**config.mk**
```make
export PLATFORM = sky130hd
export DESIGN_NAME = acc_host
export DESIGN_NICKNAME = d
export VERILOG_FILES = /design/src/acc_pkg.sv /design/src/acc_host.sv /design/src/acc_fifo.sv
export SDC_FILE = /design/constraint.sdc
export NUM_CORES = 1
export LEC_CHECK = 0
export BUFFER_PORTS_ARGS = -buffer_cell sky130_fd_sc_hd__buf_2
export CAP_MARGIN = 20
export CORE_ASPECT_RATIO = 1.2
export CORE_MARGIN = 3
export CORE_UTILIZATION = 35
export DETAILED_ROUTE_END_ITERATION = 8
export GPL_TIMING_DRIVEN = 0
export PLACE_DENSITY = 0.59
export SYNTH_ARGS = -nofsm -noshare
export SYNTH_HDL_FRONTEND = slang
export SYNTH_SLANG_ARGS = --single-unit
```
**constraint.sdc**
```tcl
create_clock -name clk -period 3.1 [get_ports clk]
set_input_delay 0 -clock clk [delete_from_list [all_inputs] [get_ports clk]]
set_output_delay 0 -clock clk [all_outputs]
set_load 0.005 [all_outputs]
```
**src/acc_pkg.sv**
```systemverilog
// constants and types for the converter host controller
//----------------------------------------------------------------------
// Function
// - host holds start line defined from reset
// - internal ref: no falling edge before 25 us
// - high-speed: wait 30 ns after read before start
// - power-down: hold start low past end pulse
// - chip select may be tied low permanently
// - end pulse may drive select and read directly
//----------------------------------------------------------------------
package acc_pkg;
   localparam int CLK_PERIOD_NS   = 40;
   localparam int PWRUP_EXT_US    = 1;
   localparam int PWRUP_INT_US    = 25;
   localparam int PWRUP_EXT_CYC   = (PWRUP_EXT_US * 1000 + CLK_PERIOD_NS - 1) / CLK_PERIOD_NS;
   localparam int PWRUP_INT_CYC   = (PWRUP_INT_US * 1000 + CLK_PERIOD_NS - 1) / CLK_PERIOD_NS;
   localparam int CONV_MAX_NS     = 420;
   localparam int EOC_MAX_NS      = 110;
   localparam int MODE_SAMPLE_NS  = 530;
   localparam int ACQ_MIN_NS      = 30;
   localparam int ACQ_CYC         = (ACQ_MIN_NS + CLK_PERIOD_NS - 1) / CLK_PERIOD_NS;
   // wait for end pulse: conversion plus pulse, plus sync slack
   localparam int EOC_WAIT_CYC    = (CONV_MAX_NS + EOC_MAX_NS) / CLK_PERIOD_NS + 4;
   localparam int RD_LOW_CYC      = 2;
   localparam int CNT_W           = 10;
   localparam logic [2:0] CH_RESET = 3'h0;

   typedef enum logic [6:0] {
      ST_IDLE  = 7'h01,
      ST_PWRUP = 7'h02,
      ST_CONV  = 7'h04,
      ST_READ  = 7'h08,
      ST_HOLD  = 7'h10,
      ST_ACQ   = 7'h20,
      ST_PUSH  = 7'h40
   } acc_state_t;
endpackage

```
**src/acc_host.sv**
```systemverilog
// host controller driving the sampling converter's pins
`timescale 1ns/1ps
module acc_host
   import acc_pkg::*;
#(
   parameter int FIFO_DEPTH = 8
) (
   // clock and reset
   input  wire logic        clk,
   input  wire logic        rst_n,
   // user side
   input  wire logic        req,
   input  wire logic [2:0]  next_channel,
   input  wire logic        auto_pd,
   input  wire logic        int_ref,
   output logic             busy,
   output logic             timeout_err,
   // result stream: {channel, data}
   output logic             res_valid,
   input  wire logic        res_ready,
   output logic [10:0]      res_data,
   // converter pins
   output logic             conv_start_n,
   output logic             cs_n,
   output logic             rd_n,
   output logic             channel_addr_bit2,
   output logic             channel_addr_bit1,
   output logic             channel_addr_bit0,
   input  wire logic        eoc_n,
   input  wire logic [7:0]  db_in
);
   //-------------------------------------------------------------------
   // pin synchronisers
   //-------------------------------------------------------------------
   logic [2:0] eoc_sync_reg;
   logic [7:0] db_s1_reg, db_s2_reg, db_s3_reg;
   logic       eoc_rise;
   always_ff @(posedge clk or negedge rst_n) begin
      if (!rst_n) begin
         eoc_sync_reg <= 3'h7;
         db_s1_reg    <= 8'h00;
         db_s2_reg    <= 8'h00;
         db_s3_reg    <= 8'h00;
      end else begin
         eoc_sync_reg <= {eoc_sync_reg[1:0], eoc_n};
         db_s1_reg    <= db_in;
         db_s2_reg    <= db_s1_reg;
         db_s3_reg    <= db_s2_reg;
      end
   end
   // a rise counts once stages two and three are both high
   assign eoc_rise = eoc_sync_reg[1] && eoc_sync_reg[2];

   //-------------------------------------------------------------------
   // control state machine
   //-------------------------------------------------------------------
   acc_state_t       st_reg, st_next;
   logic [CNT_W-1:0] cnt_reg, cnt_next;
   logic             powered_reg, powered_next;
   logic             cs_reg, cs_next, rd_reg, rd_next, cv_reg, cv_next;
   logic [2:0]       ch_reg, ch_next, cur_reg, cur_next, used_reg, used_next;
   logic [7:0]       data_reg, data_next;
   logic             seen_low_reg, seen_low_next;
   logic             err_reg, err_next;
   logic             fifo_in_ready;

   always_comb begin
      st_next       = st_reg;
      cnt_next      = cnt_reg;
      powered_next  = powered_reg;
      cs_next       = cs_reg;
      rd_next       = rd_reg;
      cv_next       = cv_reg;
      ch_next       = ch_reg;
      cur_next      = cur_reg;
      used_next     = used_reg;
      data_next     = data_reg;
      seen_low_next = seen_low_reg;
      err_next      = 1'b0;
      case (st_reg)
         ST_IDLE: begin
            if (req) begin
               if (powered_reg) begin
                  cv_next       = 1'b0;
                  seen_low_next = 1'b0;
                  cnt_next      = '0;
                  st_next       = ST_CONV;
               end else begin
                  cv_next  = 1'b1;
                  cnt_next = int_ref ? CNT_W'(PWRUP_INT_CYC) : CNT_W'(PWRUP_EXT_CYC);
                  st_next  = ST_PWRUP;
               end
            end
         end
         ST_PWRUP: begin
            // wait full power-up for either reference
            if (cnt_reg <= CNT_W'(1)) begin
               powered_next  = 1'b1;
               cv_next       = 1'b0;
               seen_low_next = 1'b0;
               cnt_next      = '0;
               st_next       = ST_CONV;
            end else begin
               cnt_next = cnt_reg - 1'b1;
            end
         end
         ST_CONV: begin
            cnt_next = cnt_reg + 1'b1;
            // high-speed: release start before conversion ends
            if (!auto_pd) begin
               cv_next = 1'b1;
            end
            if (!eoc_sync_reg[2]) begin
               seen_low_next = 1'b1;
            end
            // capture once the end pulse has risen again, then read
            if (seen_low_reg && eoc_rise) begin
               // mode chosen by start level at eoc rise
               powered_next = !auto_pd;
               cv_next      = 1'b1;
               cs_next      = 1'b0;
               rd_next      = 1'b0;
               cnt_next     = '0;
               st_next      = ST_READ;
            end else if (cnt_reg == CNT_W'(EOC_WAIT_CYC)) begin
               // end pulse missed: read anyway, result is still pushed
               err_next     = 1'b1;
               powered_next = !auto_pd;
               cv_next      = 1'b1;
               cs_next      = 1'b0;
               rd_next      = 1'b0;
               cnt_next     = '0;
               st_next      = ST_READ;
            end
         end
         ST_READ: begin
            // read works in either power state
            cnt_next = cnt_reg + 1'b1;
            if (cnt_reg == CNT_W'(RD_LOW_CYC + 2)) begin
               data_next = db_s3_reg;
               rd_next   = 1'b1;
               cs_next   = 1'b1;
               // data came from the channel latched one read earlier
               cur_next  = used_reg;
               used_next = ch_reg;
               cnt_next  = '0;
               st_next   = ST_PUSH;
            end
         end
         ST_PUSH: begin
            if (fifo_in_ready) begin
               ch_next  = next_channel;
               cnt_next = '0;
               st_next  = ST_ACQ;
            end
         end
         ST_ACQ: begin
            // acquisition gap after read ends
            cnt_next = cnt_reg + 1'b1;
            if (cnt_reg >= CNT_W'(ACQ_CYC)) begin
               st_next = ST_IDLE;
            end
         end
         default: begin
            st_next = ST_IDLE;
         end
      endcase
   end

   always_ff @(posedge clk or negedge rst_n) begin
      if (!rst_n) begin
         st_reg       <= ST_IDLE;
         cnt_reg      <= '0;
         powered_reg  <= 1'b0;
         cs_reg       <= 1'b1;
         rd_reg       <= 1'b1;
         cv_reg       <= 1'b0;
         ch_reg       <= CH_RESET;
         cur_reg      <= CH_RESET;
         used_reg     <= CH_RESET;
         data_reg     <= 8'h00;
         seen_low_reg <= 1'b0;
         err_reg      <= 1'b0;
      end else begin
         st_reg       <= st_next;
         cnt_reg      <= cnt_next;
         powered_reg  <= powered_next;
         cs_reg       <= cs_next;
         rd_reg       <= rd_next;
         cv_reg       <= cv_next;
         ch_reg       <= ch_next;
         cur_reg      <= cur_next;
         used_reg     <= used_next;
         data_reg     <= data_next;
         seen_low_reg <= seen_low_next;
         err_reg      <= err_next;
      end
   end

   //-------------------------------------------------------------------
   // result fifo and outputs
   //-------------------------------------------------------------------
   logic        fv;
   logic [10:0] fd;
   logic        busy_reg;
   acc_fifo #(.WIDTH(11), .DEPTH(FIFO_DEPTH)) u_fifo (
      .clk       (clk),
      .rst_n     (rst_n),
      .in_valid  (st_reg == ST_PUSH),
      .in_ready  (fifo_in_ready),
      .in_data   ({cur_reg, data_reg}),
      .out_valid (fv),
      .out_ready (res_ready),
      .out_data  (fd)
   );
   assign res_valid = fv;
   assign res_data  = fd;

   always_ff @(posedge clk or negedge rst_n) begin
      if (!rst_n) begin
         busy_reg <= 1'b0;
      end else begin
         busy_reg <= (st_next != ST_IDLE);
      end
   end
   assign busy              = busy_reg;
   assign timeout_err       = err_reg;
   assign conv_start_n      = cv_reg;
   assign cs_n              = cs_reg;
   assign rd_n              = rd_reg;
   assign channel_addr_bit2 = ch_reg[2];
   assign channel_addr_bit1 = ch_reg[1];
   assign channel_addr_bit0 = ch_reg[0];

   //-------------------------------------------------------------------
   // assertions
   //-------------------------------------------------------------------
   a_start_rise_pwr: assert property (@(posedge clk) disable iff (!rst_n)
      (st_reg == ST_IDLE && req && !powered_reg) |=> conv_start_n ##1 conv_start_n)
      else $error("power-up edge missing");
   a_pwrup_len: assert property (@(posedge clk) disable iff (!rst_n)
      $rose(st_reg == ST_PWRUP) && !int_ref |-> conv_start_n [*8])
      else $error("power-up too short");
   a_conv_low: assert property (@(posedge clk) disable iff (!rst_n)
      (st_next == ST_CONV && st_reg != ST_CONV) |=> !conv_start_n)
      else $error("conversion not started");
   a_read_strobe: assert property (@(posedge clk) disable iff (!rst_n)
      $fell(rd_n) |-> !cs_n ##1 !rd_n)
      else $error("read without select");
   a_read_end: assert property (@(posedge clk) disable iff (!rst_n)
      $fell(rd_n) |-> ##[3:6] rd_n)
      else $error("read not ended");
   a_conv_bound: assert property (@(posedge clk) disable iff (!rst_n)
      $rose(st_reg == ST_CONV) |-> ##[1:20] st_reg != ST_CONV)
      else $error("conversion wait unbounded");
   a_pd_hold_low: assert property (@(posedge clk) disable iff (!rst_n)
      (st_reg == ST_CONV && auto_pd && !cv_reg) |=> !conv_start_n || $fell(rd_n))
      else $error("start released early");
   a_chan_stable: assert property (@(posedge clk) disable iff (!rst_n)
      (st_reg == ST_READ) |=> $stable(ch_reg))
      else $error("channel moved in read");
   a_acq_gap: assert property (@(posedge clk) disable iff (!rst_n)
      $rose(rd_n) |-> conv_start_n [*2])
      else $error("acquisition gap short");
   c_conv_done: cover property (@(posedge clk) disable iff (!rst_n) $rose(st_reg == ST_PUSH));
   c_powerup:   cover property (@(posedge clk) disable iff (!rst_n) $rose(st_reg == ST_PWRUP));
   c_timeout:   cover property (@(posedge clk) disable iff (!rst_n) timeout_err);
   c_backpress: cover property (@(posedge clk) disable iff (!rst_n)
      st_reg == ST_PUSH && !fifo_in_ready);
endmodule

```
**src/acc_fifo.sv**
```systemverilog
// result fifo, parameterised width and depth
`timescale 1ns/1ps
module acc_fifo
   import acc_pkg::*;
#(
   parameter int WIDTH = 11,
   parameter int DEPTH = 8
) (
   // clock and reset
   input  wire logic             clk,
   input  wire logic             rst_n,
   // write side
   input  wire logic             in_valid,
   output logic                  in_ready,
   input  wire logic [WIDTH-1:0] in_data,
   // read side
   output logic                  out_valid,
   input  wire logic             out_ready,
   output logic [WIDTH-1:0]      out_data
);
   localparam int AW = $clog2(DEPTH);
   logic [WIDTH-1:0] mem_reg [DEPTH];
   logic [AW-1:0]    wp_reg, wp_next, rp_reg, rp_next;
   logic [AW:0]      cnt_reg, cnt_next;
   logic             ov_reg, ov_next;
   logic [WIDTH-1:0] od_reg, od_next;
   logic             wr, rd;

   always_comb begin
      wr       = in_valid && (cnt_reg != (AW+1)'(DEPTH));
      rd       = out_ready && (cnt_reg != '0);
      wp_next  = wr ? ((wp_reg == AW'(DEPTH-1)) ? '0 : wp_reg + 1'b1) : wp_reg;
      rp_next  = rd ? ((rp_reg == AW'(DEPTH-1)) ? '0 : rp_reg + 1'b1) : rp_reg;
      cnt_next = cnt_reg + (AW+1)'(wr) - (AW+1)'(rd);
      // head kept in flops; a write into an emptying queue bypasses memory
      ov_next  = (cnt_next != '0);
      od_next  = (wr && (wp_reg == rp_next)) ? in_data : mem_reg[rp_next];
   end

   always_ff @(posedge clk or negedge rst_n) begin
      if (!rst_n) begin
         wp_reg  <= '0;
         rp_reg  <= '0;
         cnt_reg <= '0;
         ov_reg  <= 1'b0;
         od_reg  <= '0;
      end else begin
         wp_reg  <= wp_next;
         rp_reg  <= rp_next;
         cnt_reg <= cnt_next;
         ov_reg  <= ov_next;
         od_reg  <= od_next;
      end
   end

   always_ff @(posedge clk) begin
      if (wr) begin
         mem_reg[wp_reg] <= in_data;
      end
   end

   assign in_ready  = (cnt_reg != (AW+1)'(DEPTH));
   assign out_valid = ov_reg;
   assign out_data  = od_reg;
endmodule

```
* Word-level counts from Yosys, hierarchy flattened
Memory sizes are Yosys's and may differ from the RTL's. A register that Yosys moved wholly into a read port is not among the register bits. Cells that the tools add are included.
Storage, ports and cells: register bits 78, bits in latches 0, RAM bits 88, bits in read-only memories 0, input port bits 18, word-level logic and storage cells 113, memories kept 1
Memory list:
- u_fifo.mem_reg | depth 8, width 11, rd ports 1, clocked after Yosys merged registers in 1, write ports 1, RTL line acc_fifo.sv:22 | logic [WIDTH-1:0] mem_reg [DEPTH];
Operators by class: add/subtract/negate cells 6, multiply operators 0, divide/modulo/power cells 0, order comparisons 2, equality and inequality tests 20, shifts and indexed selects 0, muxes and demuxes 45, bitwise operators 0, reductions and logical operators 19
Operator list (number):
- 2-to-1 mux 10 bit | 8
- one-hot mux 10 bit (6 select lines) | 1
- 2-to-1 mux 7 bit | 7
- one-hot mux 7 bit (6 select lines) | 1
- 2-to-1 mux 1 bit | 20
- 2-to-1 mux 3 bit | 4
- != test 2 bit (second input constant) | 6
- adder 10 x 1 -> 10 bit (second input constant) | 1
- equality test 10 x 3 -> 1 bit (second input constant) | 1
- equality test 10 x 5 -> 1 bit (second input constant) | 1
- >= comparator 10 x 1 -> 1 bit (second input constant) | 1
- less-or-equal comparator 10 x 1 -> 1 bit (second input constant) | 1
- subtractor 10 x 1 -> 10 bit (second input constant) | 1
- AND reduction 3 bit | 3
- != test 4 bit (second input constant) | 2
- nonzero test 4 bit | 2
- equality test 7 x 1 -> 1 bit (second input constant) | 1
- equality test 7 x 2 -> 1 bit (second input constant) | 1
- equality test 7 x 3 -> 1 bit (second input constant) | 1
- equality test 7 x 4 -> 1 bit (second input constant) | 1
- equality test 7 x 6 -> 1 bit (second input constant) | 1
- equality test 7 bit (second input constant) | 1
- != test 7 x 1 -> 1 bit (second input constant) | 1
- adder 3 x 1 -> 3 bit (second input constant) | 2
- 14 further kinds | 23

* Longest topological paths before layout
Gate-level depths: netlist of the first run.
depth in word-level cells 5, depth in mapped cells 13, depth with buffers taken out 12

* Cells and area by module
Synthesis of the first run repeated with hierarchy kept, for this count alone.
Unflattened totals: cells, all modules 574, area, all modules 7728.7 um2
Modules (own cells, without submodules):
- acc_fifo | times used 1, cells each 306, area an instance 4732.0 um2, sequential area each 3193.1 um2
- acc_host | times used 1, cells each 268, area an instance 2996.6 um2, sequential area each 1682.9 um2

* Worst setup path after synthesis of the first run
No wires, ideal clock.
kind register -> register, start register st_reg[1], end memory u_fifo.mem_reg[2][0], enable pin, arrival time 2.558 ns, data required time 2.688 ns, slack 0.130 ns, stages on the path, launching flop included 5, path buffers 1, cell sequence dfrtp_1 -> nor4_4 -> nand4b_1 -> clkbuf_1 -> nor4b_1
Between the ends: cells in the longest elaborated chain, start to end 4
RTL lines:
- start: declaration | RTL line acc_host.sv:57 | acc_state_t st_reg, st_next;
- start signal: assignment | RTL line acc_host.sv:185 | st_reg <= st_next;
- equality test 7 bit | RTL line acc_host.sv:209 | .in_valid (st_reg == ST_PUSH),
- logical AND 1 bit | RTL line acc_fifo.sv:30 | wr = in_valid && (cnt_reg != (AW+1)'(DEPTH));
- 2-to-1 mux 1 bit | RTL line acc_fifo.sv:57 | if (wr) begin
- 2-to-1 mux 1 bit (not written as such) | RTL line acc_fifo.sv:58 | mem_reg[wp_reg] <= in_data;
- end: declaration | RTL line acc_fifo.sv:22
Every way passes these cells.

* Worst setup path after layout of the first run
start register u_fifo.cnt_reg[2], end register u_fifo.ov_reg, in the netlist u_fifo.out_valid
Between the ends: cells in the longest elaborated chain, start to end 5, elaborated cells between the ends (all ways) 7, classes of those cells add/sub: 2; eq/ne: 1; reduce/logical: 4
RTL lines:
- start: declaration | RTL line acc_fifo.sv:24 | logic [AW:0] cnt_reg, cnt_next;
- start signal: assignment | RTL line acc_fifo.sv:50 | cnt_reg <= cnt_next;
- != test 4 bit | RTL line acc_fifo.sv:30
- logical AND 1 bit | RTL line acc_fifo.sv:30
- adder 4 x 1 -> 4 bit | RTL line acc_fifo.sv:34 | cnt_next = cnt_reg + (AW+1)'(wr) - (AW+1)'(rd);
- subtractor 4 x 1 -> 4 bit (*) | RTL line acc_fifo.sv:34
- net u_fifo.cnt_next[1] | RTL line acc_fifo.sv:24
- nonzero test 4 bit (*) | RTL line acc_fifo.sv:36 | ov_next = (cnt_next != '0);
- net u_fifo.ov_next | RTL line acc_fifo.sv:25 | logic ov_reg, ov_next;
- end signal: assignment | RTL line acc_fifo.sv:51 | ov_reg <= ov_next;
- end: declaration | RTL line acc_fifo.sv:25
The timed path passes the listed nets; every way through them passes the cells marked *. A chain may end at the register's enable or synchronous reset.

==> results of run 1 <==
==> power groups by stage <==
stage	combinational (W)	sequential, W	clock [W]
global placement	0.00177	0.00287	0
floorplan	0.00124	0.00286	0
detailed placement	0.00183	0.00288	0
global route	0.00212	0.00287	0.00221
CTS	0.00186	0.00284	0.00211
finish	0.00190	0.00284	0.00207
==> cells in the mapped netlist (all sizes together) (6+ instances only) <==
cell | n | area, sq um
nor2 | 22 | 82.6
ha | 14 | 175
o21ai | 17 | 85.1
and3 | 18 | 113
dfrtp | 84 | 2100
nor3 | 21 | 105
o21a | 13 | 97.6
inv | 22 | 82.6
clkbuf | 21 | 78.8
nand2 | 37 | 139
edfxtp | 88 | 2640
mux2 | 24 | 270
a211oi | 12 | 90.1
nor4 | 17 | 128
o32ai | 10 | 87.6
a21oi | 26 | 130
nor3b | 6 | 50.1
buf | 13 | 76.3
xnor2 | 7 | 61.3
or3 | 14 | 87.6
a221oi | 11 | 96.3
==> worst max-delay path, cell delays in order (launching register included) <==
cell and delay, ns:
dfrtp_1 0.38, inv_2 0.10, ha_4 0.14, or3b_1 0.35
buf_6 0.15, nand2_4 0.07, inv_2 0.05, ha_1 0.28
inv_1 0.06, ha_2 0.17, inv_1 0.05, fa_1 0.50
inv_1 0.05, or4_4 0.53
==> path summary, 6_finish.rpt <==
kind | start | endpoint | depth (start not counted)
max | u_fifo.cnt_reg[2] | u_fifo.out_valid | 13
min in group clk | req | st_reg[1] | 4
min reg2reg | db_s2_reg[2] | db_s3_reg[2] | 0
max in group asynchronous | rst_n | rd_n | 3
max reg2reg | u_fifo.cnt_reg[2] | u_fifo.out_valid | 13
min | rst_n | u_fifo.out_data[3] | 2
==> routing by layer <==
layer	wire, um	part of all wire (%)	vias up
met4	420	2.5	0
met3	781	4.6	36
li1	-	-	2382
met5	0	0	-
met1	6840	40	2483
met2	8880	52	146
==> layout by cell type, fill, tap and decap left out, types with 5 or more instances in the layout <==
master | netlist | layout
dfstp_2 | 5 | 5
nand4_1 | 5 | 5
dlygate4sd3_1 | 0 | 16
edfxtp_1 | 88 | 88
nand2_1 | 37 | 36
a21oi_1 | 26 | 26
o211ai_1 | 5 | 5
dfrtp_1 | 84 | 84
clkbuf_1 | 21 | 22
clkbuf_16 | 0 | 19
buf_2 | 7 | 42
buf_4 | 1 | 6
nor2_1 | 22 | 22
o21a_1 | 13 | 13
nor4_1 | 15 | 14
inv_1 | 19 | 17
a221oi_1 | 11 | 11
buf_6 | 2 | 7
o32ai_1 | 10 | 10
or3_1 | 14 | 14
and3_1 | 18 | 18
o21ai_0 | 15 | 15
inv_2 | 3 | 5
nand3_1 | 5 | 5
ha_1 | 14 | 12
nor3_1 | 21 | 19
xnor2_1 | 7 | 7
mux2_2 | 24 | 24
a211oi_1 | 12 | 12
==> cell families after synthesis <==
kind of cell | Yosys count
xor gates and xnor gates | 10
DFF | 177
AOI/OAI and AO/OA | 130
muxes | 25
buffers and inverters | 57
and+or+nand+nor | 171
other | 1
adders and majority gates | 15
==> cell type report <==
| class | count | area, sq um | area share [%] |
|---|---|---|---|
| clock buffers | 21 | 483 | 5.35 |
| well taps | 270 | 338 | 3.75 |
| flip-flops and latches | 177 | 4880 | 54.1 |
| repair buffers | 62 | 450 | 4.99 |
| clock inverters | 11 | 90.1 | 0.999 |
| inverters | 23 | 86.3 | 0.957 |
| multi-input cells | 352 | 2530 | 28.1 |
| plain buffers | 34 | 163 | 1.80 |
==> timing repair <==
action                                 in CTS  in global routing
hold buffers                               16                  0
setup endpoints to repair                   1                 15
gates resized for setup                     4                  8
endpoints found under the hold margin     103                  0
pin swaps                                   0                  1
buffers inserted                            0                  1
==> per-stage QoR <==
stage                     worst slack, ns  setup TNS, ns  hold slack [ns]
after global routing              -0.0422        -0.0422           0.0302
after global placement              -1.22         -46.03            0.107
after floorplan                     0.130              0           -0.296
after CTS                          0.0259              0           0.0226
after detailed placement          -0.0383        -0.0383          -0.0613
final                              0.0880              0           0.0188
==> reports/metrics.yaml, run 1 <==
synth:
  synthesis.yosys.warnings: 0
  combinational_family_with_the_most_area_after_synthesis: "simple AND/OR/NAND/NOR gates"
  post_synth_xor_area_fraction_pct: 1.15
  ys_seq_elements: 177
  synth_compound_area_share_pct: 12.3
  synth_simple_gate_area_share_pct: 12.8
  synth_flop_cell: "edfxtp_1"
  synth_adder_area_share_pct: 2.57
  syn_nets: 619
  syn_area_per_cell_sq_um: 12.9
  synthCells: 586
  synth_mux_area_share_pct: 3.69
  async_reset_ff_share_pct: 50.3
  synth_edf_count: 88
  post_synth_instance_area_sq_mm: 0.00759
  synth_sequential_area_ratio_pct: 64.3
  yosys.cell_types.count: 70
global_route:
  grtUsageMet2_pct: 25.8
  grt_use_met3_pct: 2.63
  globalRoute.totalOverflow: 0
  grt_antenna_before_repair: 0
  grt_start_max_net_pins: 68
  grt_usage_pct: 14.7
  busiest_layer_in_global_routing: "met2"
  first_global_vias: 5150
  globalRouteMet1Util_pct: 17.8
  grt_pass1_wl_um: 27300
layout:
  final_nets: 700
  fraction_of_final_layout_cells_with_drive_strength_greater_than_1_pct: 21.2
  area_delta_synth_final_pct: 18.9
  final_cells: 950
  num_antenna_cells: 0
  design_area_sq_mm: 0.00902
  finalCoreUtilization_pct: 42.7
  number_of_flip_flops_under_the_largest_register_name: 88
  fill_cells: 1891
power_and_ir_drop:
  sw_frac_of_total_pct: 33.6
  power.leakage_nw: 3.29
  pwr-share-clk_pct: 30.4
  powerDensity_mw_per_mm2: 755
  internal_power_w: 0.00452
  p_comb_share_pct: 27.9
  seq_power_share_pct: 41.7
  switchingPower_w: 0.00229
  power_w: 0.00681
  irDropWorstVdd_uv: 400
clock_network:
  clk_transition_reported_paths_ns: 0.07
  cts_root_buffer: "clkbuf_16"
  h-tree-depth: 4
  clk_latency_ns: 0.43
  cts.sink_count: 177
  tritoncts: "built"
  tritoncts.num_buffers: 17
  bufs_on_longest_clock_path: 2
drt:
  drt-initial-drc-count: 345
  vias_per_cell: 5.31
  detail_route.drc_violations: 0
  total_number_of_vias: 5047
  firstDrtPassIters: 6
  finalWirelength_um: 16900
  drt.antenna.violating_nets: 0
  wl_per_cell_um: 17.8
floorplan:
  count_of_boundary_i_o_pins: 38
  floorplan.initialDensity_pct: 35.9
  placement_rows: 58
  fp.dieArea_sq_mm: 0.0235
  die_y_um: 167
  core_region_area_sq_mm: 0.0211
  die-width_um: 140
critical_path:
  timing.critical_path.to_type: "flop"
  critPathArrivalTime_ns: 3.31
  critical_path.max_fanout: 8
  critical_path_required_ns: 3.40
  timing.reg2reg.setup_slack_ns: 0.09
  setup.worst_path.class: "flop to flop"
  worst_setup_path_start_kind: "flop"
sta:
  slew_headroom_pct: 38.6
  max_slew.worst_pin.slew_ns: 0.914
  setup_viol: 0
  fmaxAchievable_mhz: 332
  maxSlewViolCount: 0
  grt_setup_unrepaired: "yes"
  timing.final.crit_share_pct: 97.2
  clock_skew_ns: 0.0115
  hold_viol_final: 0
  final_period_minus_worst_setup_slack_ns: 3.01
placement:
  place_congestion: 0.851
  number_of_input_and_output_port_buffers_inserted: 37
  placedCellCount: 901
  dp_hpwl_um: 11600
  detailed_place.area_sq_mm: 0.00825
run:
  max_cap_violations: 0
outcome:
  run_status: "finished clean"
min_path:
  hold_class: "input port to async pin"
Note: power is estimated with default switching activity, not from simulation.
==> run 2: changes to the inputs <==
CORE_UTILIZATION = 45   (was 35)
PLACE_DENSITY = 0.71   (was 0.59)
==> run 2 against run 1 <==
Via count up 1.5%; wire length decreased by 2.7%; count of clock-buffer cells in the layout is the same; register-to-register slack got worse by 0.04 ns.
==> reports/metrics.yaml, run 2 (same netlist as run 1, synthesis figures left out) <==
outcome:
  run_status: "finished clean"
layout:
  layout.area.seq_sq_mm: 0.00488
  leading_cell_types_in_the_layout_fill_and_taps_excluded: "88 x edfxtp_1, 84 x dfrtp_1, 43 x buf_2"
  fraction_of_final_layout_cells_with_drive_strength_greater_than_1_pct: 21.4
  most_common_cell_after_layout_fill_and_taps_aside: "edfxtp_1"
  number_of_flip_flops_under_the_largest_register_name: 88
  finalCoreUtilization_pct: 55.2
  fill_cells: 1310
  final_nets: 699
  num_antenna_cells: 0
  multiInputGateArea_sq_mm: 0.00252
  area_delta_synth_final_pct: 19.3
clock_network:
  bufs_on_longest_clock_path: 2
  clk_transition_reported_paths_ns: 0.07
  clk_latency_ns: 0.43
  tritoncts: "built"
  cts_root_buffer: "clkbuf_16"
  h-tree-depth: 4
  cts.sink_count: 177
  tritoncts.num_buffers: 17
sta:
  hold_viol_final: 0
  final_period_minus_worst_setup_slack_ns: 3.06
  maxSlewViolCount: 0
  timing.final.crit_share_pct: 98.6
  slew_headroom_pct: 35.3
  setup_viol: 0
  fmaxAchievable_mhz: 327
  grt_setup_unrepaired: "yes"
  max_slew.worst_pin.slew_ns: 0.965
  clock_skew_ns: 0.0103
floorplan:
  fp.dieArea_sq_mm: 0.0185
  count_of_boundary_i_o_pins: 38
  floorplan.initialDensity_pct: 46.3
  core_region_area_sq_mm: 0.0164
  placement_rows: 51
  die-width_um: 125
  die_y_um: 148
power_and_ir_drop:
  p_comb_share_pct: 26.3
  pwr-share-clk_pct: 33.9
  powerDensity_mw_per_mm2: 789
  internal_power_w: 0.00484
  sw_frac_of_total_pct: 32.1
  power.leakage_nw: 3.34
  irDropWorstVdd_uv: 492
  switchingPower_w: 0.00229
  seq_power_share_pct: 39.8
  power_w: 0.00714
global_route:
  grt_antenna_before_repair: 0
  globalRoute.totalOverflow: 0
  grt_pass1_wl_um: 27100
  grt_usage_pct: 18.6
  grt_start_max_net_pins: 69
  first_global_vias: 5297
critical_path:
  worst_setup_path_start_kind: "flop"
  setup.worst_path.class: "flop to flop"
  timing.critical_path.cells: "inv_2 -> ha_2 -> or3b_4 -> buf_6 -> nand2_4 -> inv_2 -> ha_1 -> inv_1 -> ha_2 -> inv_1 -> fa_1 -> inv_1 -> or4_1"
  critical-path-max-stage-delay_ns: 0.51
  critical_path_required_ns: 3.40
  critPathArrivalTime_ns: 3.35
  worst_path_max_delay_cell: "fa_1"
  critical_path.max_fanout: 8
  critical-path-top-cell-by-count: "inv_1"
  timing.critical_path.to_type: "flop"
drt:
  detail_route.drc_violations: 0
  finalWirelength_um: 16500
  firstDrtPassIters: 5
  total_number_of_vias: 5124
  wl_per_cell_um: 18.5
  vias_per_cell: 5.75
  drt.antenna.violating_nets: 0
  drt-initial-drc-count: 374
run:
  max_cap_violations: 0
placement:
  number_of_input_and_output_port_buffers_inserted: 37
  place_congestion: 0.883
  dp_hpwl_um: 11100
min_path:
  hold_class: "input port to async pin"
## run 2: cell types whose count changed in the layout (fill, tap and decap cells not counted), sizes merged
| cell | previous run | this run |
|---|---|---|
| inv | 28 | 29 |
| clkbuf | 42 | 41 |
| clkinv | 6 | 2 |
| bufinv | 0 | 3 |
## run 2: timing repair
| item | 4_1_cts | 5_1_grt |
|---|---|---|
| setup endpoints to repair | 1 | 15 |
| setup buffers | 0 | 1 |
| pin swaps | 0 | 2 |
| resized for setup | 3 | 8 |
| hold endpoints to repair | 103 | 0 |
| gates cloned | 0 | 0 |
| hold buffers | 16 | 0 |
## run 2: cell type report
class | instances | area share, %
sequential | 177 | 53.9
inverter | 23 | 0.954
multi-input combinational | 352 | 27.9
tap | 212 | 2.93
clock inverter | 11 | 1.96
clock buffer | 21 | 5.68
timing repair buffer | 62 | 4.91
buffer | 33 | 1.76
## run 2: power by group through the flow
stage	combinational, W	sequential, W	clock (W)
after global routing	0.00207	0.00286	0.00256
after detailed placement	0.00181	0.00288	0
after CTS	0.00184	0.00284	0.00246
final	0.00188	0.00284	0.00242
after floorplan	0.00124	0.00286	0
after global placement	0.00172	0.00286	0
## run 2: final timing paths
check	from	to	slack (ns)	cells after the start
worst max-delay path	u_fifo.cnt_reg[2]	u_fifo.out_valid	0.04	13
worst min-delay path	rst_n	u_fifo.out_data[4]	0.01	2
worst max register to register	u_fifo.cnt_reg[2]	u_fifo.out_valid	0.04	13
worst min register to register	db_s2_reg[6]	db_s3_reg[6]	0.35	0
max in group asynchronous	rst_n	rd_n	2.42	3
min in group clk	req	st_reg[1]	0.09	5
## run 2: worst max-delay path: cells and delay by family (launching register included)
family,cells,cell delay (ns)
flops,1,0.37
simple gates,3,0.95
fa+ha+maj,4,1.14
buf+inv,6,0.46
## run 2: per-layer routing
| layer | global-route usage [%] | vias to the layer above | wire, um | part of all wire, % |
|---|---|---|---|---|
| met5 | 0 | - | 0 | 0 |
| met4 | 7.95 | 0 | 451 | 2.7 |
| li1 | - | 2383 | - | - |
| met1 | 21.4 | 2540 | 6570 | 40 |
| met3 | 4.13 | 38 | 778 | 4.7 |
| met2 | 33.4 | 163 | 8670 | 53 |
## run 2: metrics by stage
step                cell area (sq um)  std cells  setup TNS, ns  setup slack (ns)  hold slack [ns]
global placement                 8040        835         -37.13             -1.13            0.107
global route                     9050        891        -0.0674           -0.0674           0.0248
detailed placement               8160        843        -0.0496           -0.0496          -0.0710
finish                           9050        891              0            0.0433           0.0143
floorplan                        7590        586              0             0.130           -0.296
CTS                              9020        891              0            0.0266           0.0114
